$ cat src/rtl/psrc_pkg.sv
// Package for the pin-scan radio configuration controller.
// Assumes a single 25 MHz clock and synchronous active-high reset.
`default_nettype none
package psrc_pkg;
    localparam int unsigned CLK_HZ        = 25_000_000;
    localparam int unsigned SCAN_US       = 1000;
    localparam int unsigned SCAN_CYCLES   = (CLK_HZ / 1_000_000) * SCAN_US;
    localparam int unsigned SCLK_HALF_NS  = 200;
    localparam int unsigned CLK_NS        = 40;
    localparam int unsigned SCLK_HALF_CYC = (SCLK_HALF_NS + CLK_NS - 1) / CLK_NS;
    localparam int unsigned BYTE_BITS     = 8;
    localparam int unsigned FEAT_BITS     = 8;
    localparam int unsigned NUM_WRITES    = 2;

    // Feature-select pin positions within the sampled word (module pins 8..15)
    localparam int unsigned FEAT_TX_RX    = 0;
    localparam int unsigned FEAT_MOD      = 1;
    localparam int unsigned FEAT_SLEEP    = 2;
    localparam int unsigned FEAT_SV_EN    = 3;
    localparam int unsigned FEAT_SPREAD   = 4;
    localparam int unsigned FEAT_INTF     = 5;
    localparam int unsigned FEAT_RATE     = 6;
    localparam int unsigned FEAT_WAKE     = 7;

    // Radio control register addresses, placed in the top bits of each byte
    localparam logic [2:0] REG_MODE_ADDR  = 3'h1;
    localparam logic [2:0] REG_RATE_ADDR  = 3'h2;
    localparam logic [7:0] FEAT_RESET     = 8'h00;

    typedef enum logic [1:0] {
        PSRC_SLEEP,
        PSRC_TX_OOK,
        PSRC_TX_ASK,
        PSRC_RX
    } psrc_op_t;

    typedef struct packed {
        logic cs_o;
        logic cs_oe;
        logic sclk_o;
        logic sclk_oe;
        logic sdat_o;
        logic sdat_oe;
    } psrc_pins_t;
endpackage : psrc_pkg
`default_nettype wire

$ cat src/rtl/psrc_ctrl.sv
// Mode select and configuration controller for a radio transceiver.
// Assumes feature pins and strap are synchronous to clk; pins resolve on the board.
//
// Behaviour
// RULE_01 - Legacy mode: controller idle, serial configuration lines never driven.
// RULE_02 - Serial mode: sample the eight feature-select pins and detect changes.
// RULE_03 - A detected change writes new values to radio registers automatically.
// RULE_04 - Serial mode: controller alone drives select, clock and data lines.
// RULE_05 - Legacy mode: clock and data pins are inputs carrying control lines.
// RULE_06 - Legacy pair selects sleep, OOK transmit, ASK transmit or receive.
// RULE_07 - Mode choice is taken only at power-up, fixed until next.
// RULE_08 - Select line grounded in legacy mode, chip select in serial mode.
// RULE_09 - Host raises wake pin after power-up; otherwise controller stays inactive.
// RULE_10 - Host sets pin levels for ASK 2.4 kbps start-vector reception.
// RULE_11 - Host toggles start-vector enable low then high to re-arm.
// RULE_12 - Rate-select high picks 2.4 kbps, low picks 19.2 kbps.
// RULE_13 - Data transfers to a control register after each eight bits.
// RULE_14 - Radio captures each data bit on configuration clock rising edge.
// RULE_15 - Periodic sampling, compare with last written, one update per difference.
`default_nettype none
module psrc_ctrl
    import psrc_pkg::*;
#(
    parameter int unsigned SCAN_PERIOD = SCAN_CYCLES
) (
    input  wire logic                 clk,
    input  wire logic                 sys_rst,
    input  wire logic                 powerup_mode_jumper,
    input  wire logic [FEAT_BITS-1:0] feature_pins,
    input  wire logic                 serial_cfg_clock_i,
    input  wire logic                 serial_cfg_data_i,
    output psrc_pins_t                cfg_pins,
    output logic                      serial_configuration_mode,
    output logic                      legacy_pin_mode,
    output psrc_op_t                  legacy_op_q,
    output logic                      rate_is_slow_q,
    output logic                      update_busy
);
    if (SCAN_PERIOD < 2) begin : g_scan_chk
        $error("SCAN_PERIOD must be at least two");
    end
    // The write index is one bit, so it can walk through two bytes at most
    if (NUM_WRITES < 1 || NUM_WRITES > 2) begin : g_writes_chk
        $error("The one-bit write index serves one or two writes only");
    end
    if (FEAT_BITS <= FEAT_WAKE) begin : g_feat_chk
        $error("Feature word too narrow for the wake pin");
    end

    typedef enum logic [2:0] {
        ST_STRAP, ST_LEGACY, ST_ASLEEP, ST_SCAN, ST_SEND, ST_WAIT
    } psrc_state_t;

    function automatic logic [7:0] cfg_byte(input logic [2:0] addr,
                                            input logic [FEAT_BITS-1:0] f);
        if (addr == REG_MODE_ADDR) begin
            cfg_byte = {addr, f[FEAT_INTF], f[FEAT_SPREAD], f[FEAT_SLEEP],
                        f[FEAT_MOD], f[FEAT_TX_RX]};
        end else begin
            cfg_byte = {addr, 3'h0, f[FEAT_SV_EN], f[FEAT_RATE]};  // RULE_12
        end
    endfunction : cfg_byte

    psrc_state_t          st_q, st_d;
    logic [31:0]          tick_q, tick_d;
    logic [FEAT_BITS-1:0] last_q, last_d, snap_q, snap_d;
    logic                 idx_q, idx_d, start, scan_due;
    psrc_op_t             op_d;
    logic                 rate_d;
    logic                 sh_busy, sh_done, sh_cs, sh_sclk, sh_sdat;
    logic [7:0]           sh_byte;

    always_comb begin
        st_d   = st_q;
        last_d = last_q;
        snap_d = snap_q;
        idx_d  = idx_q;
        start  = 1'b0;
        case (st_q)
            ST_STRAP: begin
                // Strap caught once after reset release and then held
                st_d = powerup_mode_jumper ? ST_ASLEEP : ST_LEGACY;  // RULE_07
            end
            ST_LEGACY: begin
                st_d = ST_LEGACY;  // RULE_01
            end
            ST_ASLEEP: begin
                if (feature_pins[FEAT_WAKE]) begin  // RULE_09
                    st_d   = ST_SEND;
                    snap_d = feature_pins;
                    idx_d  = 1'b0;
                end
            end
            ST_SCAN: begin
                if (scan_due && (feature_pins != last_q)) begin  // RULE_02
                    st_d   = ST_SEND;  // RULE_15
                    snap_d = feature_pins;
                    idx_d  = 1'b0;
                end
            end
            // Start only on an idle engine, so two bytes never overlap
            ST_SEND: begin
                start = !sh_busy;  // RULE_03
                if (!sh_busy) begin
                    st_d = ST_WAIT;
                end
            end
            // Pin changes made during an update wait for the next scan
            ST_WAIT: begin
                if (sh_done) begin
                    if (idx_q == 1'(NUM_WRITES - 1)) begin
                        last_d = snap_q;
                        st_d   = ST_SCAN;
                    end else begin
                        idx_d = 1'b1;
                        st_d  = ST_SEND;
                    end
                end
            end
            default: st_d = ST_STRAP;
        endcase
    end

    always_ff @(posedge clk) begin
        if (sys_rst) begin
            st_q   <= ST_STRAP;
            last_q <= FEAT_RESET;
            snap_q <= FEAT_RESET;
            idx_q  <= 1'b0;
        end else begin
            st_q   <= st_d;
            last_q <= last_d;
            snap_q <= snap_d;
            idx_q  <= idx_d;
        end
    end

    // Scan timer counts only in scan state and holds while an update runs
    always_comb begin
        tick_d   = tick_q;
        scan_due = 1'b0;
        if (st_q == ST_SCAN) begin
            if (tick_q == SCAN_PERIOD - 1) begin
                tick_d   = 32'h0;
                scan_due = 1'b1;  // RULE_15
            end else begin
                tick_d = tick_q + 32'h1;
            end
        end else if (st_q == ST_ASLEEP) begin
            tick_d = 32'h0;
        end
    end

    always_ff @(posedge clk) begin
        if (sys_rst) begin
            tick_q <= 32'h0;
        end else begin
            tick_q <= tick_d;
        end
    end

    // Legacy decode: control zero is the low bit, control one the high bit
    always_comb begin
        if (st_q == ST_LEGACY) begin
            op_d = psrc_op_t'({serial_cfg_data_i, serial_cfg_clock_i});  // RULE_06
        end else begin
            // The pair carries our serial port outside legacy mode
            op_d = PSRC_SLEEP;
        end
    end

    always_ff @(posedge clk) begin
        if (sys_rst) begin
            legacy_op_q <= PSRC_SLEEP;
        end else begin
            legacy_op_q <= op_d;
        end
    end

    // Rate follows the value committed with the last write, in the same cycle
    always_comb begin
        rate_d = last_d[FEAT_RATE];  // RULE_12
    end

    always_ff @(posedge clk) begin
        if (sys_rst) begin
            rate_is_slow_q <= 1'b0;
        end else begin
            rate_is_slow_q <= rate_d;
        end
    end

    assign sh_byte = cfg_byte(idx_q ? REG_RATE_ADDR : REG_MODE_ADDR, snap_q);

    psrc_shifter u_shifter (
        .clk     (clk),
        .sys_rst (sys_rst),
        .start   (start),
        .byte_in (sh_byte),
        .busy    (sh_busy),
        .done    (sh_done),
        .cs_q    (sh_cs),
        .sclk_q  (sh_sclk),
        .sdat_q  (sh_sdat)
    );

    assign legacy_pin_mode           = (st_q == ST_LEGACY);
    assign serial_configuration_mode = (st_q != ST_LEGACY) && (st_q != ST_STRAP);
    assign update_busy               = (st_q == ST_SEND) || (st_q == ST_WAIT);

    // Legacy: clock and data released as inputs, select held low
    always_comb begin
        cfg_pins.cs_o    = serial_configuration_mode & sh_cs;  // RULE_08
        cfg_pins.cs_oe   = 1'b1;  // RULE_08
        cfg_pins.sclk_o  = sh_sclk;  // RULE_14
        cfg_pins.sclk_oe = serial_configuration_mode;  // RULE_04 RULE_05
        cfg_pins.sdat_o  = sh_sdat;
        cfg_pins.sdat_oe = serial_configuration_mode;  // RULE_04 RULE_05
    end
endmodule : psrc_ctrl
`default_nettype wire

$ cat src/rtl/psrc_shifter.sv
// Serial write engine: shifts one byte MSB first under chip select.
// Assumes the caller holds start for one cycle only while idle.
`default_nettype none
module psrc_shifter
    import psrc_pkg::*;
#(
    parameter int unsigned HALF_CYC = SCLK_HALF_CYC
) (
    input  wire logic       clk,
    input  wire logic       sys_rst,
    input  wire logic       start,
    input  wire logic [7:0] byte_in,
    output logic            busy,
    output logic            done,
    output logic            cs_q,
    output logic            sclk_q,
    output logic            sdat_q
);
    // The half-period divider is sixteen bits wide
    if (HALF_CYC < 1 || HALF_CYC > 32'h0001_0000) begin : g_half_chk
        $error("HALF_CYC must lie between one and the divider range");
    end

    logic [7:0]  sr_q, sr_d;
    logic [3:0]  bit_q, bit_d;
    logic [15:0] div_q, div_d;
    logic        cs_d, sclk_d, sdat_d, done_q, done_d;

    always_comb begin
        sr_d   = sr_q;
        bit_d  = bit_q;
        div_d  = div_q;
        cs_d   = cs_q;
        sclk_d = sclk_q;
        sdat_d = sdat_q;
        done_d = 1'b0;
        if (!cs_q) begin
            if (start) begin
                cs_d   = 1'b1;
                sr_d   = {byte_in[6:0], 1'b0};
                sdat_d = byte_in[7];
                bit_d  = 4'h0;
                div_d  = 16'h0000;
            end
        end else if (div_q == 16'(HALF_CYC - 1)) begin
            div_d = 16'h0000;
            if (!sclk_q) begin
                // Data already stable, so the radio captures on this rising edge
                sclk_d = 1'b1;
            end else begin
                sclk_d = 1'b0;
                if (bit_q == 4'(BYTE_BITS - 1)) begin
                    // Byte complete: the eighth rising edge already committed the group of eight; drop select
                    cs_d   = 1'b0;  // RULE_13
                    sdat_d = 1'b0;
                    done_d = 1'b1;
                end else begin
                    bit_d  = bit_q + 4'h1;
                    sdat_d = sr_q[7];
                    sr_d   = {sr_q[6:0], 1'b0};
                end
            end
        end else begin
            div_d = div_q + 16'h0001;
        end
    end

    always_ff @(posedge clk) begin
        if (sys_rst) begin
            sr_q   <= 8'h00;
            bit_q  <= 4'h0;
            div_q  <= 16'h0000;
            cs_q   <= 1'b0;
            sclk_q <= 1'b0;
            sdat_q <= 1'b0;
            done_q <= 1'b0;
        end else begin
            sr_q   <= sr_d;
            bit_q  <= bit_d;
            div_q  <= div_d;
            cs_q   <= cs_d;
            sclk_q <= sclk_d;
            sdat_q <= sdat_d;
            done_q <= done_d;
        end
    end

    assign busy = cs_q;
    assign done = done_q;
endmodule : psrc_shifter
`default_nettype wire

$ cat config.mk
export PLATFORM = sky130hd
export DESIGN_NAME = psrc_ctrl
export DESIGN_NICKNAME = d
export VERILOG_FILES = /design/src/rtl/psrc_pkg.sv /design/src/rtl/psrc_ctrl.sv /design/src/rtl/psrc_shifter.sv
export SDC_FILE = /design/constraint.sdc
export NUM_CORES = 1
export LEC_CHECK = 0
export ABC_CLOCK_PERIOD_IN_PS = 5500
export BUFFER_PORTS_ARGS = -buffer_cell sky130_fd_sc_hd__buf_2
export CORE_ASPECT_RATIO = 1.1
export CORE_MARGIN = 2
export CORE_UTILIZATION = 35
export CTS_CLUSTER_SIZE = 30
export DETAILED_ROUTE_END_ITERATION = 10
export GPL_TIMING_DRIVEN = 0
export REMOVE_ABC_BUFFERS = 1
export SYNTH_ARGS = -nofsm -noshare
export SYNTH_HDL_FRONTEND = slang
export SYNTH_SLANG_ARGS = --single-unit
$ cat constraint.sdc
create_clock -name clk -period 5.5 [get_ports clk]
set_input_delay 1.1 -clock clk [delete_from_list [all_inputs] [get_ports clk]]
set_output_delay 1.1 -clock clk [all_outputs]
set_load 0.01 [all_outputs]
==> summary.txt <==
Logic synthesis
  – Library cell occupying the most area in the post-synthesis netlist: sky130_fd_sc_hd__dfxtp_1
  – Average footprint of a synthesized cell: 8.44 µm²
  – Async set-reset flop share out of synthesis: 0
  – Mapped Cells: 524
  – Number of synthesized register bits: 85
  – Leading post-synthesis cells by instance count: sky130_fd_sc_hd__dfxtp_1 (85), sky130_fd_sc_hd__nand2_1 (57), sky130_fd_sc_hd__nor2_1 (49)
  – Most common cell in the synthesized netlist: sky130_fd_sc_hd__dfxtp_1
  – Netlist Area Pre-Place: 4420 µm²
  – Cell variety after synth: 64
  – Yosys top cell area share: 0.385
  – Number of enable flip-flop cells after synthesis: 0
  – Yosys warning count: 0
  – Most frequently used flop master after synthesis: sky130_fd_sc_hd__dfxtp_1
  – Cell types occupying the most area after synthesis: sky130_fd_sc_hd__dfxtp_1 (38%), sky130_fd_sc_hd__nand2_1 (4.8%), sky130_fd_sc_hd__a311oi_1 (4.6%), sky130_fd_sc_hd__mux2i_1 (4.3%), sky130_fd_sc_hd__nor2_1 (4.2%)
  – Sequential element share of the synthesized area: 0.385

Detailed routing
  – Detailed Route WL: 10500 µm
  – First drt pass iteration count: 5
  – Total vias in the final route: 3939
  – Number of design rule violations left after detail routing: 0
  – Final ANT Viol Nets: 0
  – Per-cell via count in the routed design: 5.76
  – Routed wirelength normalized by instance count: 15.3 µm
  – Starting DRT DRC Count: 256

STA
  – Final hold slack: 0.472 ns
  – Post-layout min period: 3.74 ns
  – Unrepaired setup endpoints after global routing: no
  – Transition at the pin with the smallest max-transition slack: 1.32 ns
  – Total of endpoints with negative setup slack in the final report: 0
  – Final total negative setup slack: 0 ns
  – Portion of the clock cycle consumed by the worst path in the final layout: 0.679
  – Timing-limited maximum frequency: 0.268 GHz
  – Number of hold-slack violations in the final timing report: 0
  – Pins over their slew limit: 0
  – Slew headroom: 0.115
  – Clock skew after layout: 0.00791 ns

Clock tree
  – TritonCTS Buffers: 9
  – Post-CTS sizing: 0
  – Post-CTS Hold Buffers: 0
  – Total number of clock tree sinks: 85
  – Postcts setup bufs: 0
  – Buffer depth of the longest clock path: 2
  – Clock latency on the worst-skew pair: 0.34 ns
  – Clock H-tree levels: 3
  – Root Buffer: sky130_fd_sc_hd__clkbuf_16
  – Clock tree from TritonCTS: built
  – Clk pin slew, worst setup/hold paths: 0.06 ns

GRT
  – Global-route wire length before repair: 17700 µm
  – Grt ovf: 0
  – Pin count of the biggest net entering global routing: 67
  – Number of global-route vias before repair: 3751
  – Tot GR Track Use: 0.159
  – Number of antenna violations at the first check in global routing: 0

Critical path
  – Ordered cell list for the critical path: buf_2 > clkinv_1 > o21ai_1 > nor2_1
  – Setup slack of the worst register-to-register path: 2.53 ns
  – Critical-path cell with the highest stage delay: sky130_fd_sc_hd__buf_2
  – Kind of end point of the critical path: flip-flop
  – Critical path startpoint category: input port
  – Type of the worst setup path: input port to flip-flop
  – Data arrival time of the critical path: 3.92 ns
  – Required time reported for the critical path endpoint: 5.68 ns
  – Worst path buffer plus inverter count: 2
  – FF-to-FF End: idx_q$_SDFFE_PP0P_
  – Launching point of the worst reg2reg path: tick_q[17]$_SDFFE_PP0P_
  – Critical path fanouts, max: 66
  – Reg2reg path depth: 5
  – Critical Path Max Stage Delay: 0.93 ns
  – Largest delay contributor family on the critical path: buffers and inverters

Floorplan
  – Core area: 12500 µm²
  – Top-Level Pins: 25
  – Horizontal extent of the die: 111 µm
  – Cell Rows: 43
  – Full die area: 13600 µm²
  – Effective utilization at floorplan: 0.354
  – Overall die height: 122 µm

Power
  – IR drop worst, VDD: 0.147 mV
  – Total power: 1.67 mW
  – Leak pwr: 1.63 nW
  – Pwr per Cell Area: 337 nW/µm²

Min path
  – End of the worst hold path: snap_q[2]$_SDFFE_PP0P_
  – Hold wc startpoint: snap_q[2]$_SDFFE_PP0P_
  – Worst min-delay path category: flip-flop to flip-flop
  – Worst hold stages: 2

Final layout
  – Post-layout net count: 539
  – Area grow syn2layout: 12.2%
  – Share of the core filled with cells in the final layout: 0.398
  – Total inserted antenna cells: 0
  – Final Cell Area: 4960 µm²
  – Fraction of final layout cells sized beyond drive strength 1: 0.120

Placement
  – Number of buffers inserted by port buffering: 23
  – Half-perimeter wire length after detailed placement: 6980 µm
  – Placed Area: 4590 µm²
  – Final weighted congestion of routability-driven global placement: 0.788

Run status
  – Run status: finished clean

Flow run
  – Maxcap violations: 0
logic make-up after synthesis:
family	count (synthesis)	share of synthesized area
multiplexers	20	0.0455
other	1	0.000848
flip-flops	85	0.385
AO/OA/AOI/OAI	111	0.178
AND/OR/NAND/NOR	235	0.293
adder cells (fa/ha/maj)	4	0.0113
buffers and inverters	49	0.0489
XOR/XNOR	19	0.0376
flip-flops by register name, summed over array words and instances, names as in the netlist:
register	cells
u_shifter.busy	1
last_q	8
legacy_op_q	2
u_shifter.div_q	16
idx_q	1
snap_q	8
st_q	3
tick_q	32
u_shifter.bit_q	4
u_shifter.done	1
u_shifter.sdat_q	1
u_shifter.sr_q	7
u_shifter.sclk_q	1
metal layers:
layer	wire length [µm]	track usage
met3	367	0.0274
met2	5060	0.277
met5	0	0
met1	4850	0.192
met4	199	0.0718
per-stage QoR:
| stage | setup WS [ns] | std cells |
|---|---|---|
| finish | 1.76 | 684 |
| CTS | 1.72 | 684 |
| global placement | 1.48 | 665 |
| floorplan | 2.77 | 485 |
| global route | 1.53 | 684 |
| detailed placement | 1.38 | 668 |
worst reg2reg max path, delay by kind of cell (launching register included):
kind	cells	cell delay, ns
compound gates	2	0.32
flops	1	0.37
simple gates	3	2.11
power breakdown:
group | leakage (nW) | total (mW) | switching, mW | internal [mW]
registers | 0.686 | 0.682 | 0.0372 | 0.645
clock network | 0.176 | 0.728 | 0.246 | 0.481
logic | 0.772 | 0.261 | 0.166 | 0.0950
area by class of cell:
class	instances	area, µm²
multi-input combinational	390	2530
timing repair buffer	26	139
sequential	85	1700
inverter	10	37.5
tap	157	196
clock inverter	3	90.1
fill	1291	7520
clock buffer	13	270
cells in the final DEF (no fill, tap or decap), types with 6 or more instances in the layout:
cell type | netlist | final
sky130_fd_sc_hd__dfxtp_1 | 85 | 85
sky130_fd_sc_hd__nand2_1 | 57 | 57
sky130_fd_sc_hd__nor2_1 | 49 | 49
sky130_fd_sc_hd__nand3_1 | 30 | 30
sky130_fd_sc_hd__a21oi_1 | 27 | 27
sky130_fd_sc_hd__buf_2 | 5 | 24
sky130_fd_sc_hd__a311oi_1 | 23 | 23
sky130_fd_sc_hd__mux2i_1 | 19 | 19
sky130_fd_sc_hd__nand4_1 | 17 | 17
sky130_fd_sc_hd__nor3_1 | 16 | 16
sky130_fd_sc_hd__o21ai_0 | 12 | 12
sky130_fd_sc_hd__xor2_1 | 10 | 10
sky130_fd_sc_hd__inv_1 | 9 | 9
sky130_fd_sc_hd__nor4_1 | 10 | 9
sky130_fd_sc_hd__xnor2_1 | 9 | 9
sky130_fd_sc_hd__clkbuf_16 | 0 | 9
sky130_fd_sc_hd__a31oi_1 | 8 | 8
sky130_fd_sc_hd__a41oi_1 | 8 | 8
sky130_fd_sc_hd__a211oi_1 | 7 | 7
sky130_fd_sc_hd__nand3b_1 | 6 | 6
sky130_fd_sc_hd__o21ai_1 | 6 | 6
sky130_fd_sc_hd__and3_1 | 6 | 6
worst max path at each step:
stage / start / to / cells after the start
after floorplan: st_q[1]$_SDFFE_PP0P_ / st_q[0]$_SDFFE_PP0P_ / 5
after global placement: sys_rst / tick_q[9]$_SDFFE_PP0P_ / 4
after detailed placement: sys_rst / tick_q[11]$_SDFFE_PP0P_ / 4
after CTS: sys_rst / tick_q[11]$_SDFFE_PP0P_ / 4
after global routing: sys_rst / tick_q[11]$_SDFFE_PP0P_ / 4
final: sys_rst / tick_q[11]$_SDFFE_PP0P_ / 4
Note: power is estimated with default switching activity, not from simulation.
